**src/hw/run_clock_gate_pkg.sv**
```systemverilog
// Package: register map, field layout and types of the run-mode unit clock gating block
package run_clock_gate_pkg;
  localparam logic [11:0] RUN_ENABLES_OFFSET = 12'h108;
  localparam logic [11:0] SLEEP_ENABLES_OFFSET = 12'h118;
  localparam logic [11:0] DEEP_ENABLES_OFFSET = 12'h128;
  localparam logic [11:0] CLOCK_CONFIG_OFFSET = 12'h060;
  localparam logic [11:0] FAULT_STATUS_OFFSET = 12'h1f0;
  localparam int PHY_BIT = 30;
  localparam int MAC_BIT = 28;
  localparam int PORT_LSB = 0;
  localparam int PORT_WIDTH = 8;
  localparam int AUTO_GATE_BIT = 27;
  localparam int UNIT_COUNT = 10;
  localparam logic [31:0] ENABLES_WRITE_MASK = 32'h500000ff;
  localparam logic [31:0] ENABLES_RESET = 32'h00000000;
  localparam logic [31:0] CONFIG_WRITE_MASK = 32'h08000000;
  localparam logic [31:0] CONFIG_RESET = 32'h00000000;

  // Power state requested by the core
  typedef enum logic [1:0] {
    PWR_RUN = 2'b00,
    PWR_SLEEP = 2'b01,
    PWR_DEEP = 2'b11
  } power_mode_t;

  // Register bus request from the processor side
  typedef struct packed {
    logic [11:0] addr;
    logic [31:0] wdata;
    logic wr;
    logic rd;
  } reg_req_t;

  // Access request aimed at one gated unit
  typedef struct packed {
    logic valid;
    logic [3:0] unit;
  } unit_access_t;
endpackage : run_clock_gate_pkg

```
**src/hw/run_clock_gate.sv**
```systemverilog
// Run-mode unit clock gating register with sleep companions and unit access fault check
// Behaviour
// - Each writable bit enables one unit's clock; zero stops and disables it.
// - Access to a unit with its enable zero answers with a bus fault.
// - Reset clears every enable bit so all units start unclocked.
// - Run register governs clocks while running; sleep and deep registers exist separately.
// - Sleep and deep enables apply only when auto gating bit is set.
// - Bit 30 read/write enables the Ethernet physical-layer unit clock, reset zero.
// - Bit 28 read/write enables the Ethernet media access controller clock, reset zero.
// - Bits 7 to 0 enable ports H down to A, each reset zero.
// - Reserved bits 31, 29, 27 to 8 are read-only zero.
//
// The address-and-strobe port was chosen for this implementation.
module run_clock_gate (
  input wire logic core_clk,
  input wire logic rst_n,
  input wire run_clock_gate_pkg::reg_req_t regReq,
  output logic [31:0] regRdata,
  input wire run_clock_gate_pkg::power_mode_t powerMode,
  input wire run_clock_gate_pkg::unit_access_t unitAccess,
  output logic busFault,
  output logic [run_clock_gate_pkg::UNIT_COUNT-1:0] unitClockEnable
);
  logic [31:0] runEn_q, runEn_d;
  logic [31:0] sleepEn_q, sleepEn_d;
  logic [31:0] deepEn_q, deepEn_d;
  logic [31:0] config_q, config_d;
  logic [31:0] faultCount_q, faultCount_d;
  logic [31:0] rdata_q, rdata_d;
  logic fault_q, fault_d;
  logic [run_clock_gate_pkg::UNIT_COUNT-1:0] gate_q, gate_d;
  logic [31:0] activeSet;
  logic [run_clock_gate_pkg::UNIT_COUNT-1:0] unitVec;

  // Pick the enable set in force for the present power state
  always_comb
  begin
    activeSet = runEn_q;
    if (config_q[run_clock_gate_pkg::AUTO_GATE_BIT])
    begin
      if (powerMode == run_clock_gate_pkg::PWR_SLEEP)
        activeSet = sleepEn_q;
      else if (powerMode == run_clock_gate_pkg::PWR_DEEP)
        activeSet = deepEn_q;
    end
    // Unit index: 0..7 ports A..H, 8 MAC, 9 PHY
    unitVec = {activeSet[run_clock_gate_pkg::PHY_BIT], activeSet[run_clock_gate_pkg::MAC_BIT],
               activeSet[run_clock_gate_pkg::PORT_LSB +: run_clock_gate_pkg::PORT_WIDTH]};
  end

  // Register writes, masked so reserved bits never take a value
  always_comb
  begin
    runEn_d = runEn_q;
    sleepEn_d = sleepEn_q;
    deepEn_d = deepEn_q;
    config_d = config_q;
    if (regReq.wr)
    begin
      if (regReq.addr == run_clock_gate_pkg::RUN_ENABLES_OFFSET)
        runEn_d = regReq.wdata & run_clock_gate_pkg::ENABLES_WRITE_MASK;
      else if (regReq.addr == run_clock_gate_pkg::SLEEP_ENABLES_OFFSET)
        sleepEn_d = regReq.wdata & run_clock_gate_pkg::ENABLES_WRITE_MASK;
      else if (regReq.addr == run_clock_gate_pkg::DEEP_ENABLES_OFFSET)
        deepEn_d = regReq.wdata & run_clock_gate_pkg::ENABLES_WRITE_MASK;
      else if (regReq.addr == run_clock_gate_pkg::CLOCK_CONFIG_OFFSET)
        config_d = regReq.wdata & run_clock_gate_pkg::CONFIG_WRITE_MASK;
    end
  end

  // Read mux; unmapped addresses read zero
  always_comb
  begin
    rdata_d = 32'h00000000;
    if (regReq.rd)
    begin
      if (regReq.addr == run_clock_gate_pkg::RUN_ENABLES_OFFSET)
        rdata_d = runEn_q;
      else if (regReq.addr == run_clock_gate_pkg::SLEEP_ENABLES_OFFSET)
        rdata_d = sleepEn_q;
      else if (regReq.addr == run_clock_gate_pkg::DEEP_ENABLES_OFFSET)
        rdata_d = deepEn_q;
      else if (regReq.addr == run_clock_gate_pkg::CLOCK_CONFIG_OFFSET)
        rdata_d = config_q;
      else if (regReq.addr == run_clock_gate_pkg::FAULT_STATUS_OFFSET)
        rdata_d = faultCount_q;
    end
  end

  // Fault check uses the enables actually driving the clocks, not the register
  always_comb
  begin
    gate_d = unitVec;
    fault_d = 1'b0;
    faultCount_d = faultCount_q;
    if (unitAccess.valid)
    begin
      if (unitAccess.unit >= 4'(run_clock_gate_pkg::UNIT_COUNT))
        fault_d = 1'b1;
      else if (!gate_q[unitAccess.unit])
        fault_d = 1'b1;
      if (fault_d)
        faultCount_d = faultCount_q + 32'h00000001;
    end
  end

  // Enable outputs are registered so downstream clock gate cells see clean levels
  always_ff @(posedge core_clk)
  begin
    if (!rst_n)
    begin
      runEn_q <= run_clock_gate_pkg::ENABLES_RESET;
      sleepEn_q <= run_clock_gate_pkg::ENABLES_RESET;
      deepEn_q <= run_clock_gate_pkg::ENABLES_RESET;
      config_q <= run_clock_gate_pkg::CONFIG_RESET;
      faultCount_q <= 32'h00000000;
      rdata_q <= 32'h00000000;
      fault_q <= 1'b0;
      gate_q <= '0;
    end
    else
    begin
      runEn_q <= runEn_d;
      sleepEn_q <= sleepEn_d;
      deepEn_q <= deepEn_d;
      config_q <= config_d;
      faultCount_q <= faultCount_d;
      rdata_q <= rdata_d;
      fault_q <= fault_d;
      gate_q <= gate_d;
    end
  end

  assign regRdata = rdata_q;
  assign busFault = fault_q;
  assign unitClockEnable = gate_q;

  property p_reserved_zero;
    @(posedge core_clk) disable iff (!rst_n)
    (runEn_q & ~run_clock_gate_pkg::ENABLES_WRITE_MASK) == 32'h00000000;
  endproperty
  a_reserved_zero: assert property (p_reserved_zero) else $error("reserved enable bit set");

  property p_fault_disabled;
    @(posedge core_clk) disable iff (!rst_n)
    (unitAccess.valid && unitAccess.unit < 4'(run_clock_gate_pkg::UNIT_COUNT) && !gate_q[unitAccess.unit])
      |=> busFault;
  endproperty
  a_fault_disabled: assert property (p_fault_disabled) else $error("no fault on disabled unit");

  property p_no_fault_enabled;
    @(posedge core_clk) disable iff (!rst_n)
    (unitAccess.valid && unitAccess.unit < 4'(run_clock_gate_pkg::UNIT_COUNT) && gate_q[unitAccess.unit])
      |=> !busFault;
  endproperty
  a_no_fault_enabled: assert property (p_no_fault_enabled) else $error("fault on enabled unit");

  property p_reset_clear;
    @(posedge core_clk) $rose(rst_n) |-> (unitClockEnable == '0 && runEn_q == 32'h00000000);
  endproperty
  a_reset_clear: assert property (p_reset_clear) else $error("enables not clear after reset");

  property p_run_follow;
    @(posedge core_clk) disable iff (!rst_n)
    (!config_q[run_clock_gate_pkg::AUTO_GATE_BIT])
      |=> unitClockEnable[run_clock_gate_pkg::UNIT_COUNT-1] == $past(runEn_q[run_clock_gate_pkg::PHY_BIT]);
  endproperty
  a_run_follow: assert property (p_run_follow) else $error("phy enable not following run bit");

  property p_sleep_select;
    @(posedge core_clk) disable iff (!rst_n)
    (config_q[run_clock_gate_pkg::AUTO_GATE_BIT] && powerMode == run_clock_gate_pkg::PWR_SLEEP)
      |=> unitClockEnable[run_clock_gate_pkg::UNIT_COUNT-2] == $past(sleepEn_q[run_clock_gate_pkg::MAC_BIT]);
  endproperty
  a_sleep_select: assert property (p_sleep_select) else $error("sleep set not applied");

  property p_port_write;
    @(posedge core_clk) disable iff (!rst_n)
    (regReq.wr && regReq.addr == run_clock_gate_pkg::RUN_ENABLES_OFFSET
      && !config_q[run_clock_gate_pkg::AUTO_GATE_BIT])
      |=> ##1 unitClockEnable[run_clock_gate_pkg::PORT_WIDTH-1:0]
        == $past(regReq.wdata[run_clock_gate_pkg::PORT_LSB +: run_clock_gate_pkg::PORT_WIDTH], 2);
  endproperty
  a_port_write: assert property (p_port_write) else $error("port enables not applied");

  property p_stable_gate;
    @(posedge core_clk) disable iff (!rst_n)
    $stable(unitVec) |=> $stable(unitClockEnable);
  endproperty
  a_stable_gate: assert property (p_stable_gate) else $error("enable changed without cause");

  // Deep-sleep set drives the port clocks in PWR_DEEP while auto gating is on
  property p_deep_select;
    @(posedge core_clk) disable iff (!rst_n)
    (config_q[run_clock_gate_pkg::AUTO_GATE_BIT] && powerMode == run_clock_gate_pkg::PWR_DEEP)
      |=> unitClockEnable[run_clock_gate_pkg::PORT_WIDTH-1:0]
        == $past(deepEn_q[run_clock_gate_pkg::PORT_LSB +: run_clock_gate_pkg::PORT_WIDTH]);
  endproperty
  a_deep_select: assert property (p_deep_select) else $error("deep set not applied");

  // Unit numbers past the last unit always fault
  property p_fault_unmapped;
    @(posedge core_clk) disable iff (!rst_n)
    (unitAccess.valid && unitAccess.unit >= 4'(run_clock_gate_pkg::UNIT_COUNT)) |=> busFault;
  endproperty
  a_fault_unmapped: assert property (p_fault_unmapped) else $error("no fault on unmapped unit");

  // A fault only ever answers an access, so it never idles high
  property p_fault_needs_access;
    @(posedge core_clk) disable iff (!rst_n)
    !unitAccess.valid |=> !busFault;
  endproperty
  a_fault_needs_access: assert property (p_fault_needs_access) else $error("fault without access");

  // Status counter steps by one with every fault pulse
  property p_fault_count;
    @(posedge core_clk) disable iff (!rst_n)
    busFault |-> faultCount_q == $past(faultCount_q) + 32'h00000001;
  endproperty
  a_fault_count: assert property (p_fault_count) else $error("fault not counted");

  // Read-back shows the stored enables with reserved bits as zero
  property p_read_reserved;
    @(posedge core_clk) disable iff (!rst_n)
    (regReq.rd && regReq.addr == run_clock_gate_pkg::RUN_ENABLES_OFFSET)
      |=> regRdata == ($past(runEn_q) & run_clock_gate_pkg::ENABLES_WRITE_MASK);
  endproperty
  a_read_reserved: assert property (p_read_reserved) else $error("run enables read back wrong");

  // Checked during reset itself, so no disable condition here
  property p_reset_values;
    @(posedge core_clk)
    !rst_n |=> (runEn_q == run_clock_gate_pkg::ENABLES_RESET && config_q == run_clock_gate_pkg::CONFIG_RESET);
  endproperty
  a_reset_values: assert property (p_reset_values) else $error("registers not at reset value");
endmodule : run_clock_gate

```
**config.mk**
```make
export PLATFORM = sky130hd
export DESIGN_NAME = run_clock_gate
export DESIGN_NICKNAME = d
export VERILOG_FILES = /design/src/hw/run_clock_gate_pkg.sv /design/src/hw/run_clock_gate.sv
export SDC_FILE = /design/constraint.sdc
export NUM_CORES = 1
export LEC_CHECK = 0
export BUFFER_PORTS_ARGS = -buffer_cell sky130_fd_sc_hd__buf_2
export CAP_MARGIN = 20
export CORE_ASPECT_RATIO = 1.1
export CORE_MARGIN = 2
export CORE_UTILIZATION = 29
export DETAILED_ROUTE_END_ITERATION = 12
export PLACE_DENSITY = 0.55
export SYNTH_ARGS = -nofsm -noshare
export SYNTH_HDL_FRONTEND = slang
export SYNTH_SLANG_ARGS = --single-unit
```
**constraint.sdc**
```tcl
create_clock -name core_clk -period 2.35 [get_ports core_clk]
set_clock_uncertainty 0.15 [all_clocks]
set_input_delay 0.235 -clock core_clk [delete_from_list [all_inputs] [get_ports core_clk]]
set_output_delay 0.235 -clock core_clk [all_outputs]
set_load 0.005 [all_outputs]
```
==> impl_metrics.tcl <==
set metrics [dict create \
    finalWirelength_um 11700 \
    yosysMostFrequentCell "dfxtp_1" \
    die_x_um 123 \
    row_count 47 \
    fin_crit_ns 2.27 \
    ys_seq_area_share_pct 47.2 \
    yosysTopAreaCellShare_pct 47.2 \
    drt_pass1_iterations 4 \
    path_max_fanout 4 \
    fin_util_pct 37.5 \
    post_cts_buffers 0 \
    via_per_inst 4.98 \
    hold_start "regReq[3]" \
    ys_types 46 \
    status "finished, final reports clean" \
    root_buffer "clkbuf_16" \
    start_kind "flip-flop" \
    grt_max_degree 51 \
    drt_iter0_drc 247 \
    ctsLongestPathBuffers 2 \
    arrival_ns 2.41 \
    synth_enable_flop_cells 0 \
    die_area_um2 16500 \
    clk_pin_slew_ns 0.07 \
    max_clock_freq_mhz 440 \
    synth-seq-cells 106 \
    post-dp-hpwl_um 8420 \
    critical_path_required_ns 2.49 \
    drive_above_1_share_pct 23.0 \
    antenna_cells 0 \
    io_buffers 76 \
    clk_latency_ns 0.36 \
    syn_area_per_cell_um2 9.15 \
    antenna_found_initial 0 \
    min_period_over_period_pct 96.7 \
    htree_num_levels 3 \
    finalHoldViolCount 0 \
    dieHeight_um 135 \
    whs_ns 0.0126 \
    drc 0 \
    setup_viol 0 \
    synth-main-ff-cell "dfxtp_1" \
    p_per_area_nw_per_um2 622 \
    cts_tree "done" \
    vias 3943 \
    synth_area_leaders "dfxtp_1 47%, mux2i_1 9.6%, a21oi_1 5.2%" \
    startpoint "faultCount_q[11]" \
    n_fill_cell 1556 \
    place_congestion 0.814 \
    grt_pass1_wl_um 18900 \
    slew_headroom_pct 57.3 \
    cts.sinks 106 \
    drv_cap 0 \
    synthCells 491 \
    grt_pass1_vias 3849 \
    tightestPinTransition_ns 0.632 \
    cts_buffers 9 \
    synth_area_um2 4490 \
    initial_core_util_pct 29.7 \
    area_delta_synth_final_pct 26.0 \
    end_kind "flip-flop" \
    wl_per_cell_um 14.8 \
    async_flop_share_pct 0 \
    yosysWarningCount 0 \
    grt.total_usage_pct 14.8 \
    synth_nets 547 \
    synthTopCellsByCount "106 x dfxtp_1, 57 x nor2_1, 47 x a21oi_1" \
    worst_ir_drop_vdd_mv 0.307 \
    slew_viol_final 0 \
    min_path_type "in -> reg" \
    grt_overflow 0 \
    r2r-start "faultCount_q[11]" \
    yosysTopAreaCell "dfxtp_1" \
    ant_nets 0 \
    core_area_um2 15100 \
    final_nets 647 \
    io_pins 98 \
    p_leak_nw 2.25 \
    path_class "reg -> reg" \
]
[power breakdown]
| group | internal (W) | total [W] | switching (W) |
|---|---|---|---|
| sequential | 0.00180 | 0.00181 | 0.00000590 |
| clock | 0.000834 | 0.00155 | 0.000716 |
| combinational | 0.0000659 | 0.000165 | 0.0000992 |
| total | 0.00270 | 0.00352 | 0.000821 |
[worst paths after layout]
path	to	slack, ns	cells after the start
hold reg to reg	faultCount_q[31]	0.33	2
setup / recovery	faultCount_q[16]	0.08	6
setup reg to reg	faultCount_q[16]	0.08	6
hold / removal	deepEn_q[1]	0.01	3
[repair_timing]
item	4_1_cts	5_1_grt
setup endpoints to repair	0	2
resized for setup	0	1
hold buffers	9	0
endpoints found under the hold margin	19	0
[registers in the layout, indices dropped and copies added, names as in the netlist]
signal / count
regRdata: 32
config_q: 1
runEn_q: 10
unitClockEnable: 10
deepEn_q: 10
busFault: 1
sleepEn_q: 10
faultCount_q: 32
[logic make-up after synthesis]
family                   share of synthesized area, %
XOR/XNOR                                        0.195
AND/OR/NAND/NOR                                  22.1
multiplexers                                     10.1
flip-flops                                       47.2
buffers and inverters                            3.84
adder cells (fa/ha/maj)                         0.278
AO/OA/AOI/OAI                                    16.3
[through the flow]
step | worst slack, ns | cells | setup TNS [ns] | total power, W | cell area (um^2)
final | 0.0783 | 792 | 0 | 0.00352 | 5660
after floorplan | 0.256 | 491 | 0 | 0.00193 | 4490
after global routing | -0.0150 | 792 | -0.0160 | 0.00366 | 5660
after CTS | 0.00576 | 792 | 0 | 0.00356 | 5660
after global placement | 0.0497 | 767 | 0 | 0.00200 | 5260
after detailed placement | 0.0328 | 767 | 0 | 0.00200 | 5260
[worst max-delay path, cell delays in order, from the launching register on]
cell and delay, ns:
dfxtp_1 0.36, nand4_1 0.19, or3_1 0.49, a311oi_2 0.26, buf_4 0.18, or4b_1 0.43, a21oi_1 0.14
[placed cells by master, fill, tap and decap left out, drive strengths merged, types with 2 or more instances in the layout]
cell / netlist / final
nor2b: 4 / 4
nand4: 8 / 8
nand2b: 3 / 3
inv: 9 / 11
buf: 6 / 112
o2bb2ai: 9 / 9
o41ai: 3 / 3
dlygate4sd3: 0 / 9
nor3: 5 / 5
a211oi: 10 / 10
nor4b: 2 / 2
and4: 4 / 4
o31ai: 18 / 18
and2: 21 / 21
or4b: 3 / 3
a21oi: 47 / 47
clkinvlp: 0 / 2
or4: 18 / 18
nand3: 12 / 12
and3: 2 / 2
o21ai: 18 / 18
mux2i: 43 / 43
clkinv: 0 / 2
or3: 8 / 8
clkbuf: 26 / 9
nor4: 7 / 7
nor2: 57 / 57
o21a: 3 / 3
nand2: 24 / 24
dfxtp: 106 / 106
or3b: 2 / 2
[routing by layer]
layer / up-vias / GRT usage, % / share of wire [%]
met3: 13 / 2.53 / 3.8
met2: 66 / 25.4 / 49
met1: 1874 / 18.1 / 46
met4: 0 / 5.94 / 1.8
li1: 1990 / - / -
met5: - / 0 / 0
[cell type report]
type	count	area [um^2]	share of cell area, %
Multi-Input combinational cell	344	2210	39.0
Sequential cell	106	2120	37.5
Timing Repair Buffer	121	753	13.3
Tap cell	196	245	4.33
Clock buffer	9	225	3.98
Clock inverter	7	76.3	1.35
Inverter	9	33.8	0.597
No activity file was read; power rests on OpenSTA's default activity.
